### config.mk
export PLATFORM = sky130hd
export DESIGN_NAME = dsma_media_access
export DESIGN_NICKNAME = d
export VERILOG_FILES = /design/src/include/dsma_pkg.sv /design/src/core/dsma_media_access.sv
export SDC_FILE = /design/constraint.sdc
export NUM_CORES = 1
export LEC_CHECK = 0
export BUFFER_PORTS_ARGS = -buffer_cell sky130_fd_sc_hd__buf_2
export CORE_MARGIN = 3
export CORE_UTILIZATION = 40
export CTS_CLUSTER_SIZE = 8
export DETAILED_ROUTE_END_ITERATION = 6
export GPL_TIMING_DRIVEN = 1
export PLACE_DENSITY = 0.68
export SYNTH_ARGS = -nofsm -noshare
export SYNTH_HDL_FRONTEND = slang
export SYNTH_SLANG_ARGS = --single-unit
### constraint.sdc
create_clock -name core_clk -period 23.2 [get_ports core_clk]
set_input_delay 2.32 -clock core_clk [delete_from_list [all_inputs] [get_ports core_clk]]
set_output_delay 2.32 -clock core_clk [all_outputs]
set_load 0.03 [all_outputs]
### src/include/dsma_pkg.sv
/*
 package for the serial media-access block: register map, field widths, reset values, timing units.
 assumes a 50 MHz core clock and APB register access with 32-bit data.
*/
`default_nettype none
package dsma_pkg;
   // ************************************************************
   // clock and time units
   // ************************************************************
   localparam int CLK_HZ = 50_000_000;
   localparam int TICK_MS = 1;
   localparam int TICK_CYCLES = CLK_HZ / 1000 * TICK_MS;
   // ************************************************************
   // register byte offsets
   // ************************************************************
   localparam logic [11:0] OFF_CTRL = 12'h000;
   localparam logic [11:0] OFF_IDLE = 12'h004;
   localparam logic [11:0] OFF_SETTLE = 12'h008;
   localparam logic [11:0] OFF_LINK = 12'h00C;
   localparam logic [11:0] OFF_EVENT = 12'h010;
   localparam logic [11:0] OFF_REPORT = 12'h014;
   localparam logic [11:0] OFF_CLASS = 12'h018;
   localparam logic [11:0] OFF_DBCUR = 12'h01C;
   localparam logic [11:0] OFF_DBVOLT = 12'h020;
   localparam logic [11:0] OFF_DBMISC = 12'h024;
   localparam logic [11:0] OFF_SBO = 12'h028;
   localparam logic [11:0] OFF_STATUS = 12'h02C;
   // ************************************************************
   // encodings and limits
   // ************************************************************
   localparam logic [1:0] PORT_PROTOCOL_SELECT_STANDARD = 2'h0;
   localparam logic [1:0] PORT_PROTOCOL_SELECT_EXTENDED = 2'h1;
   localparam logic [15:0] PRE_OFF = 16'hFFFF;
   localparam logic [15:0] PRE_MAX_MS = 16'h7530;
   localparam logic [15:0] POST_MAX_MS = 16'h7530;
   localparam logic [9:0] IDLE_MAX_MS = 10'h3E8;
   localparam logic [3:0] RETRY_MAX = 4'hF;
   localparam logic [12:0] LINK_TO_MAX_MS = 13'h1388;
   localparam logic [7:0] EVT_CNT_MIN = 8'h01;
   localparam logic [7:0] EVT_CNT_MAX = 8'hC8;
   localparam logic [15:0] EVT_AGE_MAX_MS = 16'hEA60;
   localparam logic [15:0] EVT_TO_MIN_MS = 16'h03E8;
   localparam logic [15:0] EVT_TO_MAX_MS = 16'hC350;
   localparam logic [15:0] ADDR_MAX = 16'hFFFE;
   localparam logic [14:0] DB_MAX = 15'h7FFF;
   localparam logic [14:0] SBO_MAX_MS = 15'h7530;
   localparam logic [1:0] CLASS_MAX = 2'h3;
   // ************************************************************
   // reset values
   // ************************************************************
   localparam logic [9:0] RST_MIN_IDLE = 10'h032;
   localparam logic [9:0] RST_MAX_IDLE = 10'h064;
   localparam logic [15:0] RST_PRE = 16'h0000;
   localparam logic [15:0] RST_POST = 16'h0000;
   localparam logic [3:0] RST_RETRY = 4'h3;
   localparam logic [12:0] RST_LINK_TO = 13'h03E8;
   localparam logic [7:0] RST_EVT_CNT = 8'h0A;
   localparam logic [15:0] RST_EVT_AGE = 16'h07D0;
   localparam logic [15:0] RST_EVT_TO = 16'h07D0;
   localparam logic [15:0] RST_ADDR = 16'h0000;
   localparam logic [1:0] RST_CLASS = 2'h2;
   localparam logic [14:0] RST_DB = 15'h0064;
   localparam logic [14:0] RST_SBO = 15'h03E8;
   localparam logic [15:0] LFSR_SEED = 16'hACE1;
   // ************************************************************
   // carriers
   // ************************************************************
   typedef struct packed {
      logic psel;
      logic penable;
      logic pwrite;
      logic [11:0] paddr;
      logic [31:0] pwdata;
   } dsma_apb_req_type;
   typedef struct packed {
      logic pready;
      logic pslverr;
      logic [31:0] prdata;
   } dsma_apb_rsp_type;
   typedef struct packed {
      logic [3:0] linkRetryCount;
      logic [12:0] linkConfirmTimeout;
      logic [7:0] eventCountThreshold;
      logic [15:0] oldestEventAgeLimit;
      logic [15:0] eventConfirmTimeout;
      logic [15:0] reportDestAddress;
      logic unsolicitedEnable;
      logic powerupUnsolicitedEnable;
      logic extendedProtocolMode;
      logic [1:0] analogEventClass;
      logic [1:0] binaryEventClass;
      logic [1:0] counterEventClass;
      logic [14:0] currentDeadband;
      logic [14:0] voltageDeadband;
      logic [14:0] miscDeadband;
      logic [14:0] selectOperateTimeout;
   } dsma_cfg_type;
   typedef enum logic [2:0] {ST_IDLE, ST_HOLDOFF, ST_PRE, ST_SEND, ST_POST} dsma_state_type;
endpackage
`default_nettype wire

### src/core/dsma_media_access.sv
/*
 media-access and timing control for a serial network link, with its settings behind an APB slave.
 assumes the uart that sends bytes sits outside: it sends while txGo is high and pulses txLastDone.
 cts and rxd come from pins and are synchronised here.
*/
`timescale 1ns/1ps
`default_nettype none
module dsma_media_access #(
   parameter int RX_QUIET_CYCLES = 16,
   parameter int MS_CYCLES = dsma_pkg::TICK_CYCLES
) (
   input wire logic core_clk,
   input wire logic nrst,
   input wire dsma_pkg::dsma_apb_req_type apbReq,
   output dsma_pkg::dsma_apb_rsp_type apbRsp,
   input wire logic ctsPin,
   input wire logic rxdPin,
   input wire logic txRequest,
   input wire logic txLastDone,
   output logic txGo,
   output logic rtsPin,
   output dsma_pkg::dsma_cfg_type cfgOut,
   output logic carrierBusy
);
   import dsma_pkg::*;
   // ************************************************************
   // settings registers
   // ************************************************************
   logic [1:0] protoSel_reg;
   logic [9:0] minIdle_reg, maxIdle_reg;
   logic [15:0] preSettle_reg, postSettle_reg;
   logic [3:0] retry_reg;
   logic [12:0] linkTo_reg;
   logic [7:0] evtCnt_reg;
   logic [15:0] evtAge_reg, evtTo_reg, repAddr_reg;
   logic unsolicited_enable_reg, powerup_unsolicited_enable_reg;
   logic [1:0] clsA_reg, clsB_reg, clsC_reg;
   logic [14:0] dbCur_reg, dbVolt_reg, dbMisc_reg, sbo_reg;
   logic wrEn, rdSel;
   assign wrEn = apbReq.psel & apbReq.penable & apbReq.pwrite;
   assign rdSel = apbReq.psel & ~apbReq.pwrite;

   function automatic logic [15:0] clip16(input logic [15:0] v, input logic [15:0] lo, input logic [15:0] hi);
      clip16 = (v < lo) ? lo : ((v > hi) ? hi : v);
   endfunction

   always_ff @(posedge core_clk) begin
      if (!nrst) begin
         protoSel_reg <= PORT_PROTOCOL_SELECT_STANDARD;
         minIdle_reg <= RST_MIN_IDLE;
         maxIdle_reg <= RST_MAX_IDLE;
         preSettle_reg <= RST_PRE;
         postSettle_reg <= RST_POST;
         retry_reg <= RST_RETRY;
         linkTo_reg <= RST_LINK_TO;
         evtCnt_reg <= RST_EVT_CNT;
         evtAge_reg <= RST_EVT_AGE;
         evtTo_reg <= RST_EVT_TO;
         unsolicited_enable_reg <= 1'b0;
         powerup_unsolicited_enable_reg <= 1'b0;
         repAddr_reg <= RST_ADDR;
         clsA_reg <= RST_CLASS;
         clsB_reg <= RST_CLASS;
         clsC_reg <= RST_CLASS;
         dbCur_reg <= RST_DB;
         dbVolt_reg <= RST_DB;
         dbMisc_reg <= RST_DB;
         sbo_reg <= RST_SBO;
      end else if (wrEn) begin
         case (apbReq.paddr)
            OFF_CTRL: begin
               protoSel_reg <= apbReq.pwdata[1:0];
               unsolicited_enable_reg <= apbReq.pwdata[4];
               powerup_unsolicited_enable_reg <= apbReq.pwdata[5];
            end
            OFF_IDLE: begin
               minIdle_reg <= 10'(clip16({6'h00, apbReq.pwdata[9:0]}, 16'h0000, {6'h00, IDLE_MAX_MS}));
               maxIdle_reg <= 10'(clip16({6'h00, apbReq.pwdata[25:16]}, 16'h0000, {6'h00, IDLE_MAX_MS}));
            end
            OFF_SETTLE: begin
               preSettle_reg <= (apbReq.pwdata[15:0] == PRE_OFF) ? PRE_OFF :
                                clip16(apbReq.pwdata[15:0], 16'h0000, PRE_MAX_MS);
               postSettle_reg <= clip16(apbReq.pwdata[31:16], 16'h0000, POST_MAX_MS);
            end
            OFF_LINK: begin
               retry_reg <= apbReq.pwdata[3:0];
               linkTo_reg <= 13'(clip16({3'h0, apbReq.pwdata[28:16]}, 16'h0000, {3'h0, LINK_TO_MAX_MS}));
            end
            OFF_EVENT: begin
               evtCnt_reg <= 8'(clip16({8'h00, apbReq.pwdata[7:0]}, {8'h00, EVT_CNT_MIN},
                                    {8'h00, EVT_CNT_MAX}));
               evtAge_reg <= clip16(apbReq.pwdata[31:16], 16'h0000, EVT_AGE_MAX_MS);
            end
            OFF_REPORT: begin
               repAddr_reg <= clip16(apbReq.pwdata[15:0], 16'h0000, ADDR_MAX);
               evtTo_reg <= clip16(apbReq.pwdata[31:16], EVT_TO_MIN_MS, EVT_TO_MAX_MS);
            end
            OFF_CLASS: begin
               clsA_reg <= apbReq.pwdata[1:0];
               clsB_reg <= apbReq.pwdata[3:2];
               clsC_reg <= apbReq.pwdata[5:4];
            end
            OFF_DBCUR: dbCur_reg <= apbReq.pwdata[14:0];
            OFF_DBVOLT: dbVolt_reg <= apbReq.pwdata[14:0];
            OFF_DBMISC: dbMisc_reg <= apbReq.pwdata[14:0];
            OFF_SBO: sbo_reg <= 15'(clip16({1'b0, apbReq.pwdata[14:0]}, 16'h0000, {1'b0, SBO_MAX_MS}));
            default: begin
            end
         endcase
      end
   end

   // ************************************************************
   // configuration out
   // ************************************************************
   logic extMode;
   assign extMode = (protoSel_reg == PORT_PROTOCOL_SELECT_EXTENDED);
   always_ff @(posedge core_clk) begin
      if (!nrst) begin
         cfgOut <= '0;
      end else begin
         cfgOut.linkRetryCount <= retry_reg;
         cfgOut.linkConfirmTimeout <= linkTo_reg;
         cfgOut.eventCountThreshold <= evtCnt_reg;
         cfgOut.oldestEventAgeLimit <= evtAge_reg;
         cfgOut.eventConfirmTimeout <= evtTo_reg;
         cfgOut.reportDestAddress <= repAddr_reg;
         cfgOut.unsolicitedEnable <= unsolicited_enable_reg;
         cfgOut.powerupUnsolicitedEnable <= powerup_unsolicited_enable_reg;
         cfgOut.extendedProtocolMode <= extMode;
         // extended-only settings except selectOperateTimeout read as zero outside extended mode
         cfgOut.analogEventClass <= extMode ? clsA_reg : 2'h0;
         cfgOut.binaryEventClass <= extMode ? clsB_reg : 2'h0;
         cfgOut.counterEventClass <= extMode ? clsC_reg : 2'h0;
         cfgOut.currentDeadband <= extMode ? dbCur_reg : 15'h0000;
         cfgOut.voltageDeadband <= extMode ? dbVolt_reg : 15'h0000;
         cfgOut.miscDeadband <= extMode ? dbMisc_reg : 15'h0000;
         cfgOut.selectOperateTimeout <= sbo_reg;
      end
   end

   // ************************************************************
   // pin synchronisers and carrier detect
   // ************************************************************
   logic [1:0] ctsSync_reg, rxdSync_reg;
   logic rxdPrev_reg;
   logic [15:0] rxQuiet_reg;
   logic noHandshake;
   assign noHandshake = (preSettle_reg == PRE_OFF);
   always_ff @(posedge core_clk) begin
      if (!nrst) begin
         ctsSync_reg <= 2'h0;
         rxdSync_reg <= 2'h3;
         rxdPrev_reg <= 1'b1;
      end else begin
         ctsSync_reg <= {ctsSync_reg[0], ctsPin};
         rxdSync_reg <= {rxdSync_reg[0], rxdPin};
         rxdPrev_reg <= rxdSync_reg[1];
      end
   end
   // rx activity: any line edge or low level restarts a quiet window, so a whole character reads as busy
   always_ff @(posedge core_clk) begin
      if (!nrst) begin
         rxQuiet_reg <= 16'h0000;
      end else if (!rxdSync_reg[1] || (rxdPrev_reg != rxdSync_reg[1])) begin
         rxQuiet_reg <= RX_QUIET_CYCLES[15:0];
      end else if (rxQuiet_reg != 16'h0000) begin
         rxQuiet_reg <= rxQuiet_reg - 16'h0001;
      end
   end
   // cts counts as carrier whenever the handshake is on, before or after rts is raised; with pre settle at PRE_OFF it is ignored
   assign carrierBusy = ((ctsSync_reg[1] & ~noHandshake) | (rxQuiet_reg != 16'h0000));

   // ************************************************************
   // lfsr and millisecond tick
   // ************************************************************
   logic [15:0] lfsr_reg;
   logic [31:0] msDiv_reg;
   logic msTick;
   always_ff @(posedge core_clk) begin
      if (!nrst) begin
         lfsr_reg <= LFSR_SEED;
      end else begin
         lfsr_reg <= {lfsr_reg[14:0], lfsr_reg[15] ^ lfsr_reg[13] ^ lfsr_reg[12] ^ lfsr_reg[10]};
      end
   end
   assign msTick = (msDiv_reg == 32'(MS_CYCLES - 1));
   always_ff @(posedge core_clk) begin
      if (!nrst || msTick) begin
         msDiv_reg <= 32'h00000000;
      end else begin
         msDiv_reg <= msDiv_reg + 32'h00000001;
      end
   end
   // uniform pick in [min, max]: span scaled by lfsr/65536; a swapped pair falls back to min
   logic [9:0] idleSpan, holdPick;
   logic [25:0] scaled;
   assign idleSpan = (maxIdle_reg > minIdle_reg) ? (maxIdle_reg - minIdle_reg) : 10'h000;
   assign scaled = ({16'h0000, idleSpan} + 26'h0000001) * {10'h000, lfsr_reg};
   assign holdPick = minIdle_reg + scaled[25:16];

   // ************************************************************
   // access state machine
   // ************************************************************
   dsma_state_type state_reg;
   logic [15:0] msLeft_reg;
   always_ff @(posedge core_clk) begin
      if (!nrst) begin
         state_reg <= ST_IDLE;
         msLeft_reg <= 16'h0000;
      end else begin
         case (state_reg)
            ST_IDLE: begin
               if (txRequest && !carrierBusy) begin
                  state_reg <= ST_HOLDOFF;
                  msLeft_reg <= {6'h00, holdPick};
               end
            end
            ST_HOLDOFF: begin
               if (carrierBusy) begin
                  msLeft_reg <= {6'h00, holdPick};
               end else if (msLeft_reg == 16'h0000) begin
                  state_reg <= ST_PRE;
                  msLeft_reg <= noHandshake ? 16'h0000 : preSettle_reg;
               end else if (msTick) begin
                  msLeft_reg <= msLeft_reg - 16'h0001;
               end
            end
            ST_PRE: begin
               if (msLeft_reg == 16'h0000) begin
                  state_reg <= ST_SEND;
               end else if (msTick) begin
                  msLeft_reg <= msLeft_reg - 16'h0001;
               end
            end
            ST_SEND: begin
               if (txLastDone) begin
                  state_reg <= ST_POST;
                  msLeft_reg <= postSettle_reg;
               end
            end
            ST_POST: begin
               if (txRequest) begin
                  state_reg <= ST_SEND;
               end else if (msLeft_reg == 16'h0000) begin
                  state_reg <= ST_IDLE;
               end else if (msTick) begin
                  msLeft_reg <= msLeft_reg - 16'h0001;
               end
            end
            default: state_reg <= ST_IDLE;
         endcase
      end
   end
   always_ff @(posedge core_clk) begin
      if (!nrst) begin
         rtsPin <= 1'b0;
         txGo <= 1'b0;
      end else begin
         rtsPin <= noHandshake | (state_reg == ST_PRE) | (state_reg == ST_SEND) | (state_reg == ST_POST);
         txGo <= (state_reg == ST_SEND) & ~txLastDone;
      end
   end

   // ************************************************************
   // apb read and answer
   // ************************************************************
   logic [31:0] rdData;
   always_comb begin
      rdData = 32'h00000000;
      case (apbReq.paddr)
         OFF_CTRL: rdData = {26'h0, powerup_unsolicited_enable_reg, unsolicited_enable_reg, 2'h0, protoSel_reg};
         OFF_IDLE: rdData = {6'h00, maxIdle_reg, 6'h00, minIdle_reg};
         OFF_SETTLE: rdData = {postSettle_reg, preSettle_reg};
         OFF_LINK: rdData = {3'h0, linkTo_reg, 12'h000, retry_reg};
         OFF_EVENT: rdData = {evtAge_reg, 8'h00, evtCnt_reg};
         OFF_REPORT: rdData = {evtTo_reg, repAddr_reg};
         OFF_CLASS: rdData = {26'h0, clsC_reg, clsB_reg, clsA_reg};
         OFF_DBCUR: rdData = {17'h0, dbCur_reg};
         OFF_DBVOLT: rdData = {17'h0, dbVolt_reg};
         OFF_DBMISC: rdData = {17'h0, dbMisc_reg};
         OFF_SBO: rdData = {17'h0, sbo_reg};
         OFF_STATUS: rdData = {10'h000, msLeft_reg, rtsPin, carrierBusy, txGo, state_reg};
         default: rdData = 32'h00000000;
      endcase
   end
   logic unmapped;
   logic [31:0] rdWord_reg;
   assign unmapped = (apbReq.paddr > OFF_STATUS) || (apbReq.paddr[1:0] != 2'h0);
   always_ff @(posedge core_clk) begin
      if (!nrst) begin
         rdWord_reg <= 32'h00000000;
      end else if (rdSel && !apbReq.penable) begin
         rdWord_reg <= rdData;
      end
   end
   // zero wait states: pready high during every access phase
   assign apbRsp = '{pready: 1'b1, pslverr: apbReq.psel & apbReq.penable & unmapped, prdata: rdWord_reg};
endmodule
`default_nettype wire

==> metrics.csv <==
stage,metric,value,unit
die,dieHeight,250,um
placement,hpwl,52.4,mm
timing,tns,0,ns
routing,wl_per_cell,20.3,um
clock_tree,cts.repair.resized,0,
logic_synthesis,synth-xor-area-share,0.0308,
global_route,grtUsageTotal,0.234,
timing,tightestPinTransition,1.21,ns
logic_synthesis,muxShareOfSynthArea,0.0110,
final_layout,largest_reg_flops,142,
logic_synthesis,seq_area_frac_synth,0.387,
hold_path,hold_class,flop to flop,
clock_tree,root_buffer,clkbuf_16,
outcome,status,"finished, final reports clean",
clock_tree,postCtsHoldBufs,0,
final_layout,final_net_count,3144,
clock_tree,clockBufferDepth,3,
pwr,leakage,0.0115,uW
logic_synthesis,synth_edf_count,0,
clock_tree,cts_tree,yes,
logic_synthesis,async_reset_ff_frac,0,
routing,drcViolationCount,0,
worst_setup_path,r2r_slack,12.28,ns
final_layout,drive_above_1_share,0.132,
worst_setup_path,start_kind,flop,
global_route,grt_max_degree,159,
logic_synthesis,ys_warn_count,0,
clock_tree,clkTransAtPathRegs,0.05,ns
pwr,p_switching,710,uW
pwr,p_per_area,82.2,nW/um2
logic_synthesis,synthFlopType,dfxtp_1,
worst_setup_path,cp_common_cell,fa_1,
die,start_util,0.408,
global_route,overflow,0,
die,chipWidth,250,um
worst_setup_path,worst_path_largest_cell_delay,0.91,ns
worst_setup_path,critical_path_required,23.67,ns
routing,drt-pass1-iter-count,6,
die,core_area,58200,um2
timing,max_freq,91.6,MHz
timing,grt_setup_unrepaired,no,
timing,drv_slew,0,
routing,antenna_left,0,
logic_synthesis,synth_top_family_by_area,simple AND/OR/NAND/NOR gates,
global_route,grt_pass1_wl,116,mm
routing,vias_per_cell,5.61,
final_layout,areaGrowthSynthToFinish,14.9,%
pwr,p_comb_frac,0.232,
worst_setup_path,crit_arrival,11.39,ns
pwr,switching_share,0.316,
clock_tree,cts.sinks,459,
logic_synthesis,synthAdderAreaFrac,0.149,
pwr,power,2250,uW
worst_setup_path,endpoint_kind,flop,
logic_synthesis,yosys.area_share.simple,0.214,
clock_tree,cts_buffers,67,
die,num_rows,88,
logic_synthesis,syn_area,23800,um2
pwr,seq_power_share,0.385,
pwr,intPower,1540,uW
clock_tree,cts_htree_levels,3,
logic_synthesis,netlist_instances,2727,
die,die_area,62300,um2
routing,drtIter0Drc,2240,
routing,wl,74.2,mm
placement,routabilityCongestion,0.943,
job,cap_violations,0,
worst_setup_path,crit_type,flop to flop,
timing,setup_viol,0,
timing,period_needed,10.92,ns
timing,final.setup_skew,0.0299,ns
global_route,grt_pass1_vias,19900,
die,num_io_pins,232,
routing,dr_total_vias,20500,
logic_synthesis,yosys_register_bits,459,
timing,period_share,0.471,
timing,hold_viol_final,0,
pwr,clock_power_share,0.383,
clock_tree,cts_setup_buffers,0,
logic_synthesis,synth.distinct_cells,74,
placement,port_buffers,230,
logic_synthesis,synthesis.nets,2988,
global_route,antenna_found_initial,3,
logic_synthesis,avgSynthCellArea,8.71,um2
worst_setup_path,cp_max_fo,16,
logic_synthesis,synth_compound_area_frac,0.151,
pwr,peakVddDrop,0.0709,mV
clock_tree,insertion_delay,0.60,ns
timing,slew-limit-headroom,0.193,
worst_setup_path,slowest_stage,nor2_1,
path summary, 6_finish.rpt:
kind | start | depth (start not counted) | end
setup / recovery | minIdle_reg[0] | 42 | msLeft_reg[8]
hold reg to reg | rxdSync_reg[0] | 1 | rxdSync_reg[1]
hold / removal | rxdSync_reg[0] | 1 | rxdSync_reg[1]
setup reg to reg | minIdle_reg[0] | 42 | msLeft_reg[8]
synth_stat cells, types with 4 or more instances:
master | instances | area share
a211o_1 | 8 | 0.0029
o21ai_0 | 96 | 0.020
mux2_2 | 6 | 0.0028
or3_1 | 14 | 0.0037
xnor2_1 | 51 | 0.019
nor2_1 | 199 | 0.031
nand3_1 | 61 | 0.013
mux2i_1 | 8 | 0.0034
a31oi_1 | 23 | 0.0061
o21ai_1 | 15 | 0.0032
nor3_1 | 46 | 0.0097
and3_1 | 21 | 0.0055
clkbuf_1 | 168 | 0.027
o221a_2 | 13 | 0.0062
o21a_1 | 5 | 0.0016
nand4_1 | 19 | 0.0050
or4_1 | 5 | 0.0016
ha_1 | 83 | 0.044
a22oi_1 | 69 | 0.022
dfxtp_1 | 459 | 0.39
and2_1 | 219 | 0.058
a21o_1 | 13 | 0.0041
o22ai_1 | 8 | 0.0021
buf_1 | 4 | 0.00063
nor3b_1 | 4 | 0.0013
o211ai_1 | 11 | 0.0035
inv_1 | 178 | 0.028
nand2b_1 | 31 | 0.0082
a211oi_1 | 13 | 0.0041
nor2b_1 | 36 | 0.0095
nor4_1 | 20 | 0.0053
a22o_1 | 11 | 0.0041
a21oi_1 | 184 | 0.039
xor2_1 | 30 | 0.011
fa_1 | 125 | 0.11
a221oi_1 | 26 | 0.0096
mux4_2 | 5 | 0.0047
a222oi_1 | 16 | 0.0067
a221o_1 | 9 | 0.0038
nand2_1 | 356 | 0.056
o31ai_1 | 6 | 0.0019
layer usage:
layer	track usage	wire length [um]	vias to the layer above
li1	-	-	9491
met1	0.322	31100	9781
met2	0.349	32200	1052
met3	0.0675	8260	187
met4	0.0860	2600	4
met5	0	27	-
layout make-up:
class,count,area [um2]
antenna,2,5.00
clock buffer,69,1680
clock inverter,8,114
fill,5542,30900
inverter,181,682
multi-input combinational,1911,13300
sequential,459,9190
tap,765,957
timing repair buffer,263,1420
logic make-up (layout without fill, tap and decap cells):
kind of cell / Yosys count / after routing
AND/OR/NAND/NOR: 1047 / 1047
AO/OA/AOI/OAI: 554 / 554
flip-flops: 459 / 459
buffers and inverters: 357 / 521
adder cells (fa/ha/maj): 208 / 208
XOR/XNOR: 82 / 82
multiplexers: 19 / 19
other: 1 / 3
critical path: cells and delay by family, from the launching register on:
| family | cells | cell delay [ns] |
|---|---|---|
| compound gates | 13 | 3.16 |
| xor+xnor | 3 | 0.25 |
| simple gates | 9 | 2.42 |
| buf+inv | 6 | 0.46 |
| fa+ha+maj | 11 | 4.09 |
| flops | 1 | 0.41 |
power by group through the flow:
stage,logic [uW],clock network (uW),registers (uW)
finish,522,860,864
global route,582,908,867
CTS,515,875,862
detailed placement,511,0,876
global placement,507,0,876
floorplan,389,0,862
through the flow:
stage / utilization / instances / hold WS, ns / setup slack (ns) / instance area (um2)
after floorplan: - / 2727 / 0.386 / 14.02 / 23800
after global placement: 0.438 / 3579 / 0.404 / 12.77 / 25500
after detailed placement: 0.438 / 3579 / 0.406 / 12.39 / 25500
after CTS: 0.469 / 3656 / 0.418 / 12.34 / 27300
after global routing: 0.469 / 3656 / 0.457 / 11.48 / 27300
final: 0.469 / 3658 / 0.414 / 12.28 / 27300
cells in the final DEF (no fill, tap or decap), types with 36 or more instances in the layout:
master / Yosys / routed
a21oi_1: 184 / 184
a22oi_1: 69 / 69
and2_1: 219 / 219
buf_2: 2 / 229
clkbuf_16: 0 / 67
dfxtp_1: 459 / 459
fa_1: 125 / 125
ha_1: 83 / 83
inv_1: 178 / 178
nand2_1: 356 / 356
nand3_1: 61 / 61
nor2_1: 199 / 197
nor2b_1: 36 / 36
nor3_1: 46 / 42
o21ai_0: 96 / 96
xnor2_1: 51 / 51
No activity file was read; power rests on OpenSTA's default activity.
